==> src/coe_pkg.sv <==
// Purpose: shared constants for the clock output enable control block
// Assumes: 16-bit registers in the low half of 32-bit bus words
// Notes: byte address is four times the register index
package coe_pkg;
  // Register indices and byte addresses
  localparam logic [7:0] IDX_DIS = 8'h03;
  localparam logic [7:0] IDX_FMT = 8'h06;
  localparam logic [7:0] IDX_OE = 8'h07;
  localparam logic [7:0] IDX_AUX = 8'h10;
  localparam logic [7:0] IDX_STAT = 8'h11;
  localparam logic [7:0] ADR_DIS = {IDX_DIS[5:0], 2'h0};
  localparam logic [7:0] ADR_FMT = {IDX_FMT[5:0], 2'h0};
  localparam logic [7:0] ADR_OE = {IDX_OE[5:0], 2'h0};
  localparam logic [7:0] ADR_AUX = {IDX_AUX[5:0], 2'h0};
  localparam logic [7:0] ADR_STAT = {IDX_STAT[5:0], 2'h0};
  // Field positions
  localparam int DIS_A_BIT = 5;
  localparam int DIS_B_BIT = 6;
  localparam int FMT_A_LSB = 0;
  localparam int SLEW_A_LSB = 3;
  localparam int POL_BIT = 0;
  localparam int EN_A_BIT = 1;
  localparam int FMT_B_LSB = 2;
  localparam int SLEW_B_LSB = 5;
  localparam int EN_B_BIT = 8;
  localparam int FUNC_LSB = 13;
  // Writable bit masks, everything else is kept
  localparam logic [15:0] MASK_DIS = 16'h0060;
  localparam logic [15:0] MASK_FMT = 16'h001F;
  localparam logic [15:0] MASK_OE = 16'h617F;
  localparam logic [15:0] MASK_AUX = 16'h0007;
  // Fused start-up pages, fixed contents
  localparam logic [3:0][15:0] PAGE_DIS = {4{16'h0000}};
  localparam logic [3:0][15:0] PAGE_FMT = {4{16'h0000}};
  localparam logic [3:0][15:0] PAGE_OE = {4{16'h6103}};
  // Timing counts
  localparam logic [1:0] SYNC_CYCLES = 2'h3;
  localparam logic [3:0] READY_TICKS = 4'h8;
  // Bus address upper bits and bus responses
  localparam logic [4:0] DEV_ADDR_HI = 5'h1A;
  localparam logic [1:0] RESP_OKAY = 2'h0;
  localparam logic [1:0] RESP_SLVERR = 2'h2;
  // Multipurpose pin function
  typedef enum logic [1:0] {
    FN_LOW = 2'h0, FN_HIZ = 2'h1, FN_AUX = 2'h2, FN_READY = 2'h3
  } coe_func_e;
  // Start-up sequence, Gray along the path
  typedef enum logic [1:0] {
    ST_WAIT = 2'h0, ST_SAMPLE = 2'h1, ST_LOAD = 2'h3, ST_RUN = 2'h2
  } coe_state_e;
endpackage

==> src/coe_clock_output_ctrl.sv <==
// Purpose: start-up mode, pin function and glitch-free output enables
// Assumes: divider ticks are one-cycle pulses on ref_clk
// Notes: registers reached over AXI4-Lite
`timescale 1ns/1ps
`default_nettype none
module coe_clock_output_ctrl (
  // Clock and reset
  input wire logic ref_clk,
  input wire logic rstn,
  // AXI4-Lite write channels
  input wire logic [7:0] awaddr,
  input wire logic awvalid,
  output logic awready,
  input wire logic [31:0] wdata,
  input wire logic [3:0] wstrb,
  input wire logic wvalid,
  output logic wready,
  output logic [1:0] bresp,
  output logic bvalid,
  input wire logic bready,
  // AXI4-Lite read channels
  input wire logic [7:0] araddr,
  input wire logic arvalid,
  output logic arready,
  output logic [31:0] rdata,
  output logic [1:0] rresp,
  output logic rvalid,
  input wire logic rready,
  // Divider ticks
  input wire logic fractional_divider_a_tick,
  input wire logic fractional_divider_b_tick,
  // Multipurpose pin
  input wire logic ctrl_pin_i,
  output logic ctrl_pin_o,
  output logic ctrl_pin_oe,
  // Enable pin and its pulls
  input wire logic oe_pin_i,
  output logic oe_pull_up_en,
  output logic oe_pull_down_en,
  // Straps
  input wire logic [1:0] page_select_pins,
  input wire logic [1:0] format_address_strap,
  // Clock outputs
  output logic first_clock_output_o,
  output logic first_clock_output_oe,
  output logic second_clock_output_o,
  output logic second_clock_output_oe,
  // Output stage settings and status
  output logic [2:0] format_a,
  output logic [1:0] slew_a,
  output logic [2:0] format_b,
  output logic [1:0] slew_b,
  output logic serial_mode,
  output logic [6:0] bus_address
);
  // Pin synchronisers
  logic mode_s1, mode_s2, en_s1, en_s2;
  logic [1:0] page_s1, page_s2, strap_s1, strap_s2;
  always_ff @(posedge ref_clk) begin
    mode_s1 <= ctrl_pin_i;
    mode_s2 <= mode_s1;
    en_s1 <= oe_pin_i;
    en_s2 <= en_s1;
    page_s1 <= page_select_pins;
    page_s2 <= page_s1;
    strap_s1 <= format_address_strap;
    strap_s2 <= strap_s1;
  end

  // Masked 16-bit write with byte strobes
  function automatic logic [15:0] wr16(input logic [15:0] old, input logic [31:0] d,
                                       input logic [3:0] s, input logic [15:0] m);
    logic [15:0] be;
    be = {{8{s[1]}}, {8{s[0]}}} & m;
    wr16 = (old & ~be) | (d[15:0] & be);
  endfunction

  // Enable gating step: changes only while the clock is low
  function automatic logic [1:0] gate_step(input logic clk, input logic run,
                                           input logic want, input logic tick);
    gate_step = {clk, run};
    if (tick && clk) gate_step = {1'b0, run};
    else if (tick) gate_step = {want, want};
  endfunction

  // Start-up state
  coe_pkg::coe_state_e state_reg, state_next;
  logic [1:0] wait_reg, wait_next, page_reg, page_next, strap_reg, strap_next;
  logic serial_reg, serial_next;
  logic running;
  assign running = (state_reg == coe_pkg::ST_RUN);

  // Start-up sequencing and strap capture
  always_comb begin
    state_next = state_reg;
    wait_next = wait_reg;
    page_next = page_reg;
    strap_next = strap_reg;
    serial_next = serial_reg;
    case (state_reg)
      coe_pkg::ST_WAIT: begin
        wait_next = wait_reg + 2'h1;
        if (wait_reg == coe_pkg::SYNC_CYCLES) state_next = coe_pkg::ST_SAMPLE;
      end
      coe_pkg::ST_SAMPLE: begin
        serial_next = !mode_s2;
        page_next = mode_s2 ? page_s2 : 2'h0;
        strap_next = strap_s2;
        state_next = coe_pkg::ST_LOAD;
      end
      coe_pkg::ST_LOAD: state_next = coe_pkg::ST_RUN;
      coe_pkg::ST_RUN: state_next = coe_pkg::ST_RUN;
      default: state_next = coe_pkg::ST_WAIT;
    endcase
  end

  always_ff @(posedge ref_clk) begin
    if (!rstn) begin
      state_reg <= coe_pkg::ST_WAIT;
      wait_reg <= 2'h0;
      page_reg <= 2'h0;
      strap_reg <= 2'h0;
      serial_reg <= 1'b1;
    end else begin
      state_reg <= state_next;
      wait_reg <= wait_next;
      page_reg <= page_next;
      strap_reg <= strap_next;
      serial_reg <= serial_next;
    end
  end

  // Bus slave state
  logic aw_hold_reg, aw_hold_next, w_hold_reg, w_hold_next;
  logic [7:0] aw_addr_reg, aw_addr_next;
  logic [31:0] w_data_reg, w_data_next, rdata_reg, rdata_next;
  logic [3:0] w_strb_reg, w_strb_next;
  logic bvalid_reg, bvalid_next, rvalid_reg, rvalid_next;
  logic [1:0] bresp_reg, bresp_next, rresp_reg, rresp_next;
  logic wr_fire, mapped_w, mapped_r;
  logic [15:0] dis_reg, dis_next, fmt_reg, fmt_next, oe_reg, oe_next;
  logic [15:0] aux_reg, aux_next, stat_word;
  logic clk_a_reg, run_a_reg, clk_b_reg, run_b_reg, ready_reg, b_seen_reg;
  logic [3:0] tick_cnt_reg;

  assign awready = !aw_hold_reg && !bvalid_reg;
  assign wready = !w_hold_reg && !bvalid_reg;
  assign arready = !rvalid_reg;
  assign wr_fire = aw_hold_reg && w_hold_reg && !bvalid_reg;
  assign mapped_w = aw_addr_reg inside {coe_pkg::ADR_DIS, coe_pkg::ADR_FMT,
                                       coe_pkg::ADR_OE, coe_pkg::ADR_AUX, coe_pkg::ADR_STAT};
  assign mapped_r = araddr inside {coe_pkg::ADR_DIS, coe_pkg::ADR_FMT,
                                  coe_pkg::ADR_OE, coe_pkg::ADR_AUX, coe_pkg::ADR_STAT};
  assign bus_address = {coe_pkg::DEV_ADDR_HI, strap_reg};
  assign stat_word = {1'b0, bus_address, 1'b0, en_s2, run_b_reg, run_a_reg,
                      page_reg, serial_reg, ready_reg};

  // Channel handshakes and answers
  always_comb begin
    aw_hold_next = aw_hold_reg;
    aw_addr_next = aw_addr_reg;
    w_hold_next = w_hold_reg;
    w_data_next = w_data_reg;
    w_strb_next = w_strb_reg;
    bvalid_next = bvalid_reg;
    bresp_next = bresp_reg;
    rvalid_next = rvalid_reg;
    rdata_next = rdata_reg;
    rresp_next = rresp_reg;
    if (awvalid && awready) begin
      aw_hold_next = 1'b1;
      aw_addr_next = awaddr;
    end
    if (wvalid && wready) begin
      w_hold_next = 1'b1;
      w_data_next = wdata;
      w_strb_next = wstrb;
    end
    if (wr_fire) begin
      aw_hold_next = 1'b0;
      w_hold_next = 1'b0;
      bvalid_next = 1'b1;
      bresp_next = mapped_w ? coe_pkg::RESP_OKAY : coe_pkg::RESP_SLVERR;
    end else if (bvalid_reg && bready) bvalid_next = 1'b0;
    if (arvalid && arready) begin
      rvalid_next = 1'b1;
      rresp_next = mapped_r ? coe_pkg::RESP_OKAY : coe_pkg::RESP_SLVERR;
      case (araddr)
        coe_pkg::ADR_DIS: rdata_next = {16'h0000, dis_reg};
        coe_pkg::ADR_FMT: rdata_next = {16'h0000, fmt_reg};
        coe_pkg::ADR_OE: rdata_next = {16'h0000, oe_reg};
        coe_pkg::ADR_AUX: rdata_next = {16'h0000, aux_reg};
        coe_pkg::ADR_STAT: rdata_next = {16'h0000, stat_word};
        default: rdata_next = 32'h00000000;
      endcase
    end else if (rvalid_reg && rready) rvalid_next = 1'b0;
  end

  always_ff @(posedge ref_clk) begin
    if (!rstn) begin
      aw_hold_reg <= 1'b0;
      aw_addr_reg <= 8'h00;
      w_hold_reg <= 1'b0;
      w_data_reg <= 32'h00000000;
      w_strb_reg <= 4'h0;
      bvalid_reg <= 1'b0;
      bresp_reg <= 2'h0;
      rvalid_reg <= 1'b0;
      rdata_reg <= 32'h00000000;
      rresp_reg <= 2'h0;
    end else begin
      aw_hold_reg <= aw_hold_next;
      aw_addr_reg <= aw_addr_next;
      w_hold_reg <= w_hold_next;
      w_data_reg <= w_data_next;
      w_strb_reg <= w_strb_next;
      bvalid_reg <= bvalid_next;
      bresp_reg <= bresp_next;
      rvalid_reg <= rvalid_next;
      rdata_reg <= rdata_next;
      rresp_reg <= rresp_next;
    end
  end
  assign bvalid = bvalid_reg;
  assign bresp = bresp_reg;
  assign rvalid = rvalid_reg;
  assign rdata = rdata_reg;
  assign rresp = rresp_reg;

  // Live configuration: page load, then masked writes
  always_comb begin
    dis_next = dis_reg;
    fmt_next = fmt_reg;
    oe_next = oe_reg;
    aux_next = aux_reg;
    if (state_reg == coe_pkg::ST_LOAD) begin
      dis_next = coe_pkg::PAGE_DIS[page_reg];
      fmt_next = coe_pkg::PAGE_FMT[page_reg];
      oe_next = coe_pkg::PAGE_OE[page_reg];
    end else if (wr_fire && running) begin
      case (aw_addr_reg)
        coe_pkg::ADR_DIS: dis_next = wr16(dis_reg, w_data_reg, w_strb_reg, coe_pkg::MASK_DIS);
        coe_pkg::ADR_FMT: fmt_next = wr16(fmt_reg, w_data_reg, w_strb_reg, coe_pkg::MASK_FMT);
        coe_pkg::ADR_OE: oe_next = wr16(oe_reg, w_data_reg, w_strb_reg, coe_pkg::MASK_OE);
        coe_pkg::ADR_AUX: aux_next = wr16(aux_reg, w_data_reg, w_strb_reg, coe_pkg::MASK_AUX);
        default: aux_next = aux_reg;
      endcase
    end
  end

  always_ff @(posedge ref_clk) begin
    if (!rstn) begin
      dis_reg <= coe_pkg::PAGE_DIS[0];
      fmt_reg <= coe_pkg::PAGE_FMT[0];
      oe_reg <= coe_pkg::PAGE_OE[0];
      aux_reg <= 16'h0000;
    end else begin
      dis_reg <= dis_next;
      fmt_reg <= fmt_next;
      oe_reg <= oe_next;
      aux_reg <= aux_next;
    end
  end

  // Output stage settings
  assign format_a = fmt_reg[coe_pkg::FMT_A_LSB +: 3];
  assign slew_a = fmt_reg[coe_pkg::SLEW_A_LSB +: 2];
  assign format_b = oe_reg[coe_pkg::FMT_B_LSB +: 3];
  assign slew_b = oe_reg[coe_pkg::SLEW_B_LSB +: 2];
  assign serial_mode = serial_reg;
  assign oe_pull_down_en = oe_reg[coe_pkg::POL_BIT];
  assign oe_pull_up_en = !oe_reg[coe_pkg::POL_BIT];

  // Enable decode
  logic en_asserted, want_a, want_b, aux_tick;
  coe_pkg::coe_func_e func;
  assign en_asserted = oe_reg[coe_pkg::POL_BIT] ? !en_s2 : en_s2;
  assign want_a = running && en_asserted && oe_reg[coe_pkg::EN_A_BIT];
  assign want_b = running && en_asserted && oe_reg[coe_pkg::EN_B_BIT];
  assign func = coe_pkg::coe_func_e'(oe_reg[coe_pkg::FUNC_LSB +: 2]);
  assign aux_tick = aux_reg[0] ? fractional_divider_b_tick : fractional_divider_a_tick;

  // Output clocks, aux divider, ready and pin drive
  logic clk_a_next, run_a_next, clk_b_next, run_b_next, aux_clk_reg, aux_clk_next;
  logic [1:0] aux_cnt_reg, aux_cnt_next, aux_lim;
  logic [3:0] tick_cnt_next;
  logic ready_next, b_seen_next, pin_o_reg, pin_o_next, pin_oe_reg, pin_oe_next;
  always_comb begin
    {clk_a_next, run_a_next} = gate_step(clk_a_reg, run_a_reg, want_a,
                                         fractional_divider_a_tick);
    {clk_b_next, run_b_next} = gate_step(clk_b_reg, run_b_reg, want_b,
                                         fractional_divider_b_tick);
    aux_lim = (aux_reg[2:1] == 2'h0) ? 2'h0 : (aux_reg[2:1] == 2'h1) ? 2'h1 : 2'h3;
    aux_clk_next = 1'b0;
    aux_cnt_next = 2'h0;
    if (running && func == coe_pkg::FN_AUX) begin
      aux_clk_next = aux_clk_reg;
      aux_cnt_next = aux_cnt_reg;
      if (aux_tick && aux_cnt_reg == aux_lim) begin
        aux_clk_next = !aux_clk_reg;
        aux_cnt_next = 2'h0;
      end else if (aux_tick) aux_cnt_next = aux_cnt_reg + 2'h1;
    end
    tick_cnt_next = 4'h0;
    b_seen_next = 1'b0;
    if (running) begin
      tick_cnt_next = tick_cnt_reg;
      if (fractional_divider_a_tick && tick_cnt_reg != coe_pkg::READY_TICKS)
        tick_cnt_next = tick_cnt_reg + 4'h1;
      b_seen_next = b_seen_reg || fractional_divider_b_tick;
    end
    ready_next = (tick_cnt_reg == coe_pkg::READY_TICKS) && b_seen_reg;
    pin_o_next = 1'b0;
    pin_oe_next = 1'b0;
    if (running) begin
      case (func)
        coe_pkg::FN_LOW: pin_oe_next = 1'b1;
        coe_pkg::FN_HIZ: pin_oe_next = 1'b0;
        coe_pkg::FN_AUX: begin
          pin_oe_next = 1'b1;
          pin_o_next = aux_clk_reg;
        end
        default: begin
          pin_oe_next = 1'b1;
          pin_o_next = ready_reg;
        end
      endcase
    end
  end

  always_ff @(posedge ref_clk) begin
    if (!rstn) begin
      clk_a_reg <= 1'b0;
      run_a_reg <= 1'b0;
      clk_b_reg <= 1'b0;
      run_b_reg <= 1'b0;
      aux_clk_reg <= 1'b0;
      aux_cnt_reg <= 2'h0;
      tick_cnt_reg <= 4'h0;
      b_seen_reg <= 1'b0;
      ready_reg <= 1'b0;
      pin_o_reg <= 1'b0;
      pin_oe_reg <= 1'b0;
    end else begin
      clk_a_reg <= clk_a_next;
      run_a_reg <= run_a_next;
      clk_b_reg <= clk_b_next;
      run_b_reg <= run_b_next;
      aux_clk_reg <= aux_clk_next;
      aux_cnt_reg <= aux_cnt_next;
      tick_cnt_reg <= tick_cnt_next;
      b_seen_reg <= b_seen_next;
      ready_reg <= ready_next;
      pin_o_reg <= pin_o_next;
      pin_oe_reg <= pin_oe_next;
    end
  end

  // Pin drive; a stopped clock sits low, or floats when its disable bit is set
  assign ctrl_pin_o = pin_o_reg;
  assign ctrl_pin_oe = pin_oe_reg;
  assign first_clock_output_o = clk_a_reg;
  assign first_clock_output_oe = run_a_reg || !dis_reg[coe_pkg::DIS_A_BIT];
  assign second_clock_output_o = clk_b_reg;
  assign second_clock_output_oe = run_b_reg || !dis_reg[coe_pkg::DIS_B_BIT];
endmodule // coe_clock_output_ctrl
`default_nettype wire

==> config.mk <==
export PLATFORM = sky130hd
export DESIGN_NAME = coe_clock_output_ctrl
export DESIGN_NICKNAME = d
export VERILOG_FILES = /design/src/coe_pkg.sv /design/src/coe_clock_output_ctrl.sv
export SDC_FILE = /design/constraint.sdc
export NUM_CORES = 1
export LEC_CHECK = 0
export ABC_AREA = 1
export BUFFER_PORTS_ARGS = -buffer_cell sky130_fd_sc_hd__buf_4
export CAP_MARGIN = 20
export CORE_MARGIN = 2
export CORE_UTILIZATION = 50
export DETAILED_ROUTE_END_ITERATION = 8
export PLACE_DENSITY = 0.86
export SETUP_SLACK_MARGIN = 0.4
export SLEW_MARGIN = 5
export SYNTH_ARGS = -nofsm -noshare
export SYNTH_HDL_FRONTEND = slang
export SYNTH_SLANG_ARGS = --single-unit
==> constraint.sdc <==
create_clock -name ref_clk -period 1.5 [get_ports ref_clk]
set_input_delay 0.3 -clock ref_clk [delete_from_list [all_inputs] [get_ports ref_clk]]
set_output_delay 0.3 -clock ref_clk [all_outputs]
set_load 0.1 [all_outputs]
==> results.txt, run 1 <==
----------------------------------------------------
[Worst setup path]
  Crit. End Element ... flip-flop
  Most frequent cell on the critical path ... nor2_4
  Sum of buffers and inverters on the critical path ... 2
  Arrival time of the worst setup path ... 1.79 ns
  CP Class ... flip-flop to flip-flop
  Crit-path slowest cell ... dfxtp_2
  Critical-path maximum fanout ... 3
  Nature of the critical path startpoint ... flip-flop
  Highest cell delay on the worst timing path ... about 0.36 ns
  Cell breakdown of the critical path ... inv_2 > ha_4 > nand2_4 > nor2_4 > nor2_4 > buf_6 > nand4_1 > xor2_1 > nor2_1
  Req. time, crit path ... ~1.8 ns
  Cell class contributing the biggest share of worst-path delay ... simple AND/OR/NAND/NOR gates

[Cells and area]
  Number of flip-flops under the largest register name ... 13
  Final nets ... between 700 and 800
  Most frequent standard cell in the layout excluding fill and tap cells ... buf_4
  Area grow syn2layout ... 73.3%
  Number of diodes added for antenna fixing ... 0
  Highest-count cells in the layout ignoring fill and taps ... 97 x buf_4, 66 x nor2_1, 50 x nand2_1
  Layout cells sized above 1 ... 0.578

[Synthesis]
  Sequential-to-total area share from yosys stat ... 0.473
  Top_reg_cell synth ... dfxtp_1
  Share of flip-flops with an asynchronous set or reset after synthesis ... 0
  Number of enable-type register cells in the synthesized netlist ... 0
  Warnings from Yosys ... 0
  Mean Syn Cell Area ... 7.54 µm²
  Post-synthesis cell area ... ~4000 µm²
  Distinct cell type count after synthesis ... 33
  Largest cells by area after synthesis ... dfxtp_1 47%, nor2_1 8.6%, nand2_1 7.8%
  Post-synthesis instance total ... about 530
  Total of flip-flops plus latches after synthesis ... 95
  Top-area cell type share of the netlist area ... 0.473
  Yosys top cell by area ... dfxtp_1

[Drt]
  Routed wire length ... 17600 µm
  Number of optimization iterations in the first detailed-route pass ... 7
  Final routed DRC violation total ... 0
  DRC violation total after the first TritonRoute iteration ... 584
  Via count ... 4761
  Average routed wire per standard cell ... 22.2 µm
  Per-cell via count in the routed design ... 6.01
  Number of routed nets with antenna violations ... 0

[STA]
  Maximum achievable frequency ... 0.667 GHz
  Setup repair after global routing missed its margin ... yes
  Crit path time final ... approximately 1.5 ns
  Final WS setup ... 0.000255 ns
  Final-report hold violation count ... 0
  Final worst hold slack ... 0.0265 ns
  Setup-failing EPs final ... 0
  Final period utilization ... 1.00
  Largest clock skew in the final design ... 0.00933 ns
  Pins Over Slew Limit ... 0

[Floorplan]
  Core Footprint ... 7770 µm²
  Floorplan die height ... 93.7 µm
  Count of boundary I/O pins ... 134
  Initial cell density of the core ... 0.517
  Floorplan die width ... 93.7 µm
  Total die area ... 8770 µm²
  Site Rows ... 32

[Clock network]
  Max Root-Sink Buffers ... 2
  Number of H-tree branching levels ... 3
  Cts bufs inserted ... 9
  Clock insertion delay at the later pin of the skew report ... 0.37 ns
  TritonCTS Sinks ... 95
  CTS tree ... done
  Clock root buffer ... clkbuf_8
  Worst-path clk slew ... around 0.1 ns
  Post-CTS Hold Fix Bufs ... 0

[Run]
  Max Cap Viol ... 0

[Global routing]
  Overall Global Routing Usage ... 0.290
  Overflow after GRT ... 0
  Met3 global-route usage ... 0.0770
  Number of global-route vias before repair ... between 4k and 5k
  Largest net degree at the start of global routing ... 27
  Busiest layer in global routing ... met2
  Routing usage on met1 ... 0.317
  Initial antenna violation count ... 0
  First-pass GRT wire length ... 19600 µm
  Met2 track utilization from global routing ... 0.520

[Power]
  Power per Cell Area ... about 950 nW/µm²
  Combinational share of power ... 0.263
  Internal power ... 4.26 mW
  Share of total power in the clock network ... 0.308
  Static Leak ... 3.08 nW
  Post-layout total power ... 6.59 mW
  Share of total power consumed by net switching ... 0.353
  Worst supply voltage drop on vdd ... 878 µV
  Relative contribution of sequential cells to total power ... 0.429
  Net switching component of the power ... around 2.3 mW

[Placement]
  Final weighted congestion in routability-driven placement ... approximately 0.89
  Post-placement setup slack ... -0.00576 ns
  Count of input and output buffers ... 86
  DPL Wire Length ... approximately 7400 µm

[Run status]
  Result of the run ... finished clean

[Worst hold path]
  Class of the tightest hold or removal check ... primary input to flip-flop

----------------------------------------------------
worst paths after layout:
check | depth (start not counted) | start | slack [ns] | endpoint
max | 9 | tick_cnt_reg[1]$_SDFFE_PN0P_ | 0.0003 | tick_cnt_reg[3]$_SDFFE_PN0P_
min | 1 | oe_pin_i | 0.03 | en_s1$_DFF_P_
max reg2reg | 9 | tick_cnt_reg[1]$_SDFFE_PN0P_ | 0.0003 | tick_cnt_reg[3]$_SDFFE_PN0P_
min reg2reg | 0 | mode_s1$_DFF_P_ | 0.33 | mode_s2$_DFF_P_
power groups by stage:
| stage | clock network (mW) | registers, mW | logic (mW) |
|---|---|---|---|
| 2_1_floorplan | 0 | 3.00 | 0.779 |
| 3_3_place_gp | 0 | 2.83 | 1.11 |
| 3_5_place_dp | 0 | 2.84 | 1.14 |
| 4_1_cts | 1.97 | 2.79 | 1.40 |
| 5_1_grt | 2.12 | 2.83 | 1.79 |
| 6_report | 2.03 | 2.83 | 1.73 |
final cells by class:
type                            instances  area (µm²)
Clock buffer                           10         149
Clock inverter                          6        87.6
Fill cell                             298         801
Inverter                               43         213
Multi-Input combinational cell        372        2460
Sequential cell                        95        2030
Tap cell                              102         128
Timing Repair Buffer                  164        1900
worst register-to-register path, cell delays in order (launching register included):
cell and delay (ns):
dfxtp_2 0.36, inv_2 0.06, ha_4 0.16, nand2_4 0.06, nor2_4 0.04, nor2_4 0.14, buf_6 0.14, nand4_1 0.11
xor2_1 0.18, nor2_1 0.17
cell families (layout without fill, tap and decap cells):
logic type | count (synthesis) | in the layout | share of synthesized area
compound gates | 84 | 84 | 0.107
xor+xnor | 4 | 4 | 0.00872
fa+ha+maj | 3 | 3 | 0.00934
buf+inv | 88 | 223 | 0.114
flops | 95 | 95 | 0.473
other cells | 2 | 23 | 0.00187
simple gates | 257 | 258 | 0.286
through the flow:
stage               cell area, µm²   util  std cells  TNS (ns)
floorplan                     4310      -        554     -5.63
global placement              4790  0.616        706         0
detailed placement            4790  0.616        706  -0.00576
CTS                           6200  0.798        760         0
global route                  6970  0.897        792    -0.106
finish                        6970  0.897        792         0
synth_stat cells, types with 2 or more instances:
master	count
nand3_1	50
buf_2	4
o21a_1	2
or2_2	4
clkinv_2	2
nor2_2	4
dfxtp_1	95
clkbuf_1	8
buf_4	32
ha_1	3
nor3_1	6
xor2_1	2
nor3b_2	2
nand4_1	2
a21oi_1	35
nor2_1	92
nand2_1	84
xnor2_1	2
nand3b_1	2
conb_1	2
and2_1	2
inv_1	40
nor2_4	3
nand2_2	2
o21ai_0	45
repair_timing:
action | CTS | global route
gates cloned | 0 | 1
pin swaps | 35 | 59
resized for setup | 240 | 145
buffers inserted | 38 | 31
endpoints found under the hold margin | 0 | 0
endpoints found under the setup margin | 104 | 118
layer usage:
layer / part of all wire / vias to the layer above
met2: 0.48 / 419
li1: - / 1980
met3: 0.096 / 153
met1: 0.33 / 2209
met4: 0.086 / 0
met5: 0 / -
(Power assumes the default switching activity.)
==> inputs of run 2 (changes only) <==
--- a/config.mk
+++ b/config.mk
@@ -5,14 +5,12 @@
 export SDC_FILE = /design/constraint.sdc
 export NUM_CORES = 1
 export LEC_CHECK = 0
-export ABC_AREA = 1
 export BUFFER_PORTS_ARGS = -buffer_cell sky130_fd_sc_hd__buf_4
 export CAP_MARGIN = 20
 export CORE_MARGIN = 2
-export CORE_UTILIZATION = 50
+export CORE_UTILIZATION = 51
 export DETAILED_ROUTE_END_ITERATION = 8
-export PLACE_DENSITY = 0.86
-export SETUP_SLACK_MARGIN = 0.4
+export PLACE_DENSITY = 0.87
 export SLEW_MARGIN = 5
 export SYNTH_ARGS = -nofsm -noshare
 export SYNTH_HDL_FRONTEND = slang
==> results.txt, run 2 <==
----------------------------------------------------
[Run status]
  Result of the run ... complete, but fails checks
  Failing checks ... setup timing

[Clock network]
  Number of H-tree branching levels ... 3
  Max Root-Sink Buffers ... 2
  CTS tree ... done
  Clock root buffer ... clkbuf_8
  TritonCTS Sinks ... 95
  Worst-path clk slew ... 0.10 ns
  Cts bufs inserted ... 9
  Clock insertion delay at the later pin of the skew report ... 0.37 ns

[Cells and area]
  Highest-count cells in the layout ignoring fill and taps ... 121 x buf_4, 82 x dfxtp_1, 80 x nand2_1
  Number of diodes added for antenna fixing ... 0
  Most frequent standard cell in the layout excluding fill and tap cells ... buf_4
  Area grow syn2layout ... 27.3%
  Number of flip-flops under the largest register name ... 13
  Final design area excluding fillers ... 5300 µm²
  Final nets ... 646
  Layout Utilization ... 0.679
  Layout cells sized above 1 ... 0.312
  Final non-filler cell total ... 683

[Floorplan]
  Total die area ... 8900 µm²
  Core Footprint ... 7810 µm²
  Site Rows ... 32
  Count of boundary I/O pins ... 134
  Floorplan die width ... approximately 94 µm
  Floorplan die height ... 94.4 µm
  Initial cell density of the core ... 0.533

[Worst setup path]
  Critical-path maximum fanout ... 6
  Arrival time of the worst setup path ... between 1.5 and 2 ns
  Nature of the critical path startpoint ... flip-flop
  Highest cell delay on the worst timing path ... 0.39 ns
  Number of cells on the worst reg-to-reg path ... 5
  Cell breakdown of the critical path ... buf_4 > nor4b_1 > nand4_1 > buf_4 > a31o_2
  CP Class ... flip-flop to flip-flop
  Req. time, crit path ... 1.78 ns
  Sum of buffers and inverters on the critical path ... 2
  Crit-path slowest cell ... nor4b_1
  Cell class contributing the biggest share of worst-path delay ... simple AND/OR/NAND/NOR gates
  FF-to-FF End ... aux_reg[2]$_SDFFE_PN0P_
  Worst reg2reg setup slack ... -0.11 ns
  Crit. End Element ... flip-flop
  Most frequent cell on the critical path ... buf_4
  RR Startpoint ... aw_addr_reg[5]$_SDFFE_PN0P_

[STA]
  Relative slew margins ... 0.654
  Worst-Margin Slew ... 0.518 ns
  Pins Over Slew Limit ... 0
  Largest clock skew in the final design ... roughly 0.018 ns
  Final-report hold violation count ... 0
  Setup-failing EPs final ... 3
  Final WS setup ... -0.113 ns
  Setup TNS ... -0.280 ns
  Final worst hold slack ... between 0.02 and 0.03 ns
  Maximum achievable frequency ... 0.620 GHz
  Setup repair after global routing missed its margin ... yes
  Final period utilization ... 1.08
  Crit path time final ... roughly 1.6 ns

[Drt]
  Via count ... between 3k and 4k
  Final routed DRC violation total ... 0
  Per-cell via count in the routed design ... 5.23
  Average routed wire per standard cell ... around 14 µm
  Number of optimization iterations in the first detailed-route pass ... 5
  DRC violation total after the first TritonRoute iteration ... 191
  Routed wire length ... just under 10000 µm
  Number of routed nets with antenna violations ... 0

[Placement]
  Total instance count after detailed placement ... 664
  Final weighted congestion in routability-driven placement ... 0.874
  Post-detailed-placement cell area ... between 5000 and 6000 µm²
  Post-placement setup slack ... -0.0942 ns
  Count of input and output buffers ... 86
  DPL Wire Length ... 7400 µm

[Synthesis]
  Most used standard cells in the synthesized netlist ... 95 x dfxtp_1, 81 x nand2_1, 33 x a21boi_0, 33 x buf_4, 27 x nand3_1
  Largest cells by area after synthesis ... dfxtp_1 46%, nand2_1 7.3%, a21boi_0 5.9%
  Yosys top cell by area ... dfxtp_1
  Distinct cell type count after synthesis ... 57
  Share of flip-flops with an asynchronous set or reset after synthesis ... 0
  Top-area cell type share of the netlist area ... 0.457
  Post-synthesis instance total ... 469
  Sequential-to-total area share from yosys stat ... 0.457
  Top_reg_cell synth ... dfxtp_1
  Warnings from Yosys ... 0
  Total of flip-flops plus latches after synthesis ... 95
  Post-synthesis cell area ... between 4000 and 5000 µm²
  Number of enable-type register cells in the synthesized netlist ... 0
  Mean Syn Cell Area ... between 8 and 9 µm²
  Cell with the most instances after synthesis ... dfxtp_1

[Worst hold path]
  Hold EP ... page_s1[0]$_DFF_P_
  Cell count of the worst hold path ... 1
  Class of the tightest hold or removal check ... primary input to flip-flop
  Worst Min Path Start ... page_select_pins[0]

[Global routing]
  Largest net degree at the start of global routing ... 31
  First-pass GRT wire length ... 15600 µm
  Number of global-route vias before repair ... approximately 3.4k
  Overflow after GRT ... 0
  Initial antenna violation count ... 0
  Overall Global Routing Usage ... 0.225

[Run]
  Max Cap Viol ... 0

[Power]
  Post-layout total power ... between 5 and 6 mW
  Power per Cell Area ... 1060 nW/µm²
  Worst supply voltage drop on vdd ... 506 µV
  Static Leak ... 2.20 nW

----------------------------------------------------
run 2: repair_timing:
item                       CTS  global route
cloned                       0             0
setup endpoints to repair    8            22
gates resized for setup     11            15
hold buffers                 0             0
pin swaps                    1             1
buffers inserted             0             3
run 2: cell type report:
type | instances | area [µm²]
fillers | 579 | 2510
multi-input cells | 334 | 2020
flip-flops and latches | 95 | 1930
repair buffers | 126 | 1000
clock buffers | 10 | 128
well taps | 102 | 128
clock inverters | 6 | 51.3
inverters | 10 | 45.0
run 2: how the worst max path moves through the flow:
| stage | startpoint | end | cells after the start | slack (ns) |
|---|---|---|---|---|
| floorplan | bvalid$_SDFFE_PN0P_ | w_data_reg[0]$_SDFFE_PN0P_ | 5 | -0.14 |
| global placement | aw_addr_reg[0]$_SDFFE_PN0P_ | oe_reg[1]$_SDFFE_PN1P_ | 4 | -0.07 |
| detailed placement | aw_addr_reg[0]$_SDFFE_PN0P_ | oe_reg[1]$_SDFFE_PN1P_ | 4 | -0.09 |
| CTS | w_hold_reg$_SDFFE_PP0P_ | wready | 3 | 0.0002 |
| global route | aw_addr_reg[5]$_SDFFE_PN0P_ | aux_reg[2]$_SDFFE_PN0P_ | 5 | -0.12 |
| finish | aw_addr_reg[5]$_SDFFE_PN0P_ | aux_reg[2]$_SDFFE_PN0P_ | 5 | -0.11 |
run 2: layer usage:
metal	global-route usage	up-vias	wire, µm
met1	0.270	1651	4120
met5	0	-	0
met4	0.105	0	354
met3	0.0447	30	534
met2	0.388	120	4880
li1	-	1770	-
run 2: cell families (layout without fill, tap and decap cells):
logic type	Yosys count	in the layout	share of synthesized area
XOR/XNOR	6	6	0.0126
flip-flops	95	95	0.457
AO/OA/AOI/OAI	97	97	0.165
multiplexers	12	12	0.0297
buffers and inverters	61	152	0.0877
other	2	23	0.00180
AND/OR/NAND/NOR	193	193	0.237
adder cells (fa/ha/maj)	3	3	0.00902
run 2: report_power, final:
| group | leakage, nW | switching [mW] | total [mW] | internal (mW) |
|---|---|---|---|---|
| Combinational | 1.33 | 0.871 | 1.26 | 0.387 |
| Clock | 0.0897 | 0.943 | 1.57 | 0.631 |
| Sequential | 0.781 | 0.111 | 2.77 | 2.66 |
| Total | 2.20 | 1.92 | 5.60 | 3.67 |
==> inputs of run 3 (changes only) <==
==> constraint.sdc (replaced) <==
create_clock -name ref_clk -period 1.5 [get_ports ref_clk]
set_input_delay 0.075 -clock ref_clk [delete_from_list [all_inputs] [get_ports ref_clk]]
set_output_delay 0.075 -clock ref_clk [all_outputs]
set_load 0.1 [all_outputs]
==> results.txt, run 3 (synthesized netlist as in run 2, its figures left out) <==
----------------------------------------------------
[Clock network]
  Max Root-Sink Buffers ... 2
  Clock insertion delay at the later pin of the skew report ... 0.37 ns
  Clock root buffer ... clkbuf_8
  TritonCTS Sinks ... 95
  Worst-path clk slew ... ~0.09 ns
  Cts bufs inserted ... 9
  CTS tree ... done
  Post-CTS repair timing setup buffer count ... 0
  Number of H-tree branching levels ... 3

[Worst setup path]
  RR Startpoint ... aw_addr_reg[5]$_SDFFE_PN0P_
  Crit path launch ... aw_addr_reg[5]$_SDFFE_PN0P_
  Req. time, crit path ... 1.76 ns
  Crit. End Element ... flip-flop
  Critical-path maximum fanout ... 7
  Nature of the critical path startpoint ... flip-flop
  CP Class ... flip-flop to flip-flop
  Arrival time of the worst setup path ... 1.77 ns

[Cells and area]
  Area grow syn2layout ... 32.8%
  Highest-count cells in the layout ignoring fill and taps ... 115 x buf_4, 84 x dfxtp_1, 80 x nand2_1
  Layout Utilization ... 0.708
  Layout cells sized above 1 ... 0.282
  Most frequent standard cell in the layout excluding fill and tap cells ... buf_4
  Final nets ... 665
  Number of flip-flops under the largest register name ... 13
  Final non-filler cell total ... roughly 700
  Number of diodes added for antenna fixing ... 0

[Drt]
  Length of routed met2 wiring ... 5410 µm
  Number of routed nets with antenna violations ... 0
  Number of optimization iterations in the first detailed-route pass ... 5
  DRC violation total after the first TritonRoute iteration ... 182
  Per-cell via count in the routed design ... 5.45
  Final routed DRC violation total ... 0
  Met3 wirelength from detailed routing ... about 560 µm
  Routed wire length ... 10600 µm
  Via count ... roughly 3.8k
  Wire length on met1 ... between 4000 and 5000 µm
  Highest routing layer actually used ... met4
  Average routed wire per standard cell ... approximately 15 µm

[Floorplan]
  Floorplan die width ... between 90 and 100 µm
  Floorplan die height ... ~94 µm
  Core Footprint ... 7810 µm²
  Initial cell density of the core ... 0.533
  Site Rows ... 32
  Count of boundary I/O pins ... 134
  Total die area ... a little under 9000 µm²

[Placement]
  Final weighted congestion in routability-driven placement ... 0.845
  Count of input and output buffers ... 86
  DPL Wire Length ... 7580 µm
  Total instance count after detailed placement ... 657

[Global routing]
  Largest net degree at the start of global routing ... 22
  Overall Global Routing Usage ... 0.246
  Initial antenna violation count ... 0
  Number of global-route vias before repair ... 3742
  Overflow after GRT ... 0
  First-pass GRT wire length ... 17000 µm

[Worst hold path]
  Worst Min Path Start ... awaddr[3]
  Class of the tightest hold or removal check ... primary input to flip-flop

[STA]
  Worst-Margin Slew ... 0.522 ns
  Relative slew margins ... 0.648
  Crit path time final ... 1.51 ns
  Setup TNS ... -0.0118 ns
  Largest clock skew in the final design ... 0.0110 ns
  Final worst hold slack ... -0.00498 ns
  Final period utilization ... 1.01
  Maximum achievable frequency ... 0.663 GHz
  Final-report hold violation count ... 1
  Final WS setup ... -0.00883 ns
  Setup-failing EPs final ... 2
  Setup repair after global routing missed its margin ... yes
  Pins Over Slew Limit ... 0

[Run status]
  Failing checks ... hold timing, setup timing
  Result of the run ... complete, but fails checks

[Power]
  Post-layout total power ... 6.07 mW
  Static Leak ... 2.29 nW
  Worst supply voltage drop on vdd ... 708 µV
  Power per Cell Area ... 1100 nW/µm²

[Run]
  Max Cap Viol ... 0

----------------------------------------------------
==> run 3: repair_timing <==
action | 4_1_cts | 5_1_grt
gates cloned | 0 | 0
endpoints found under the setup margin | 6 | 19
hold buffers | 29 | 0
endpoints found under the hold margin | 28 | 0
pin swaps | 1 | 1
resized for setup | 3 | 13
==> run 3: report_power, final <==
group	total (mW)	switching [mW]	internal [mW]
clock	1.99	0.879	1.11
combinational	1.30	0.894	0.411
sequential	2.78	0.119	2.66
==> run 3: critical path, stage by stage, from the launching register on <==
cell	delay, ns
dfxtp_2	0.37
nand3b_1	0.26
nor4_4	0.36
o211ai_2	0.12
a221o_1	0.30
==> run 3: path summary, 6_finish.rpt <==
kind | end | slack, ns | depth (start not counted)
worst max-delay path | oe_reg[0]$_SDFFE_PN1P_ | -0.009 | 4
worst min register to register | strap_s2[1]$_DFF_P_ | 0.33 | 0
worst min-delay path | aw_addr_reg[3]$_SDFFE_PN0P_ | -0.005 | 3
worst max register to register | oe_reg[0]$_SDFFE_PN1P_ | -0.009 | 4
==> run 3: metal layers <==
| metal | track usage | up-vias |
|---|---|---|
| li1 | - | 1824 |
| met5 | 0 | - |
| met1 | 0.267 | 1796 |
| met2 | 0.448 | 161 |
| met3 | 0.0343 | 43 |
| met4 | 0.155 | 0 |
==> run 3: layout make-up <==
type | instances | area [µm²]
fill | 571 | 2280
multi-input combinational | 334 | 2040
sequential | 95 | 1920
timing repair buffer | 145 | 1160
clock buffer | 10 | 128
tap | 102 | 128
clock inverter | 6 | 109
inverter | 10 | 41.3
==> run 3: stage by stage <==
step / hold WS [ns] / cell area (µm²) / worst slack [ns]
after floorplan: 0.103 / 4310 / -0.142
after global placement: 0.180 / 4960 / -0.0312
after detailed placement: 0.181 / 4960 / -0.0575
after CTS: 0.00253 / 5500 / 0.00215
after global routing: 0.00994 / 5530 / -0.0782
final: -0.00498 / 5530 / -0.00883
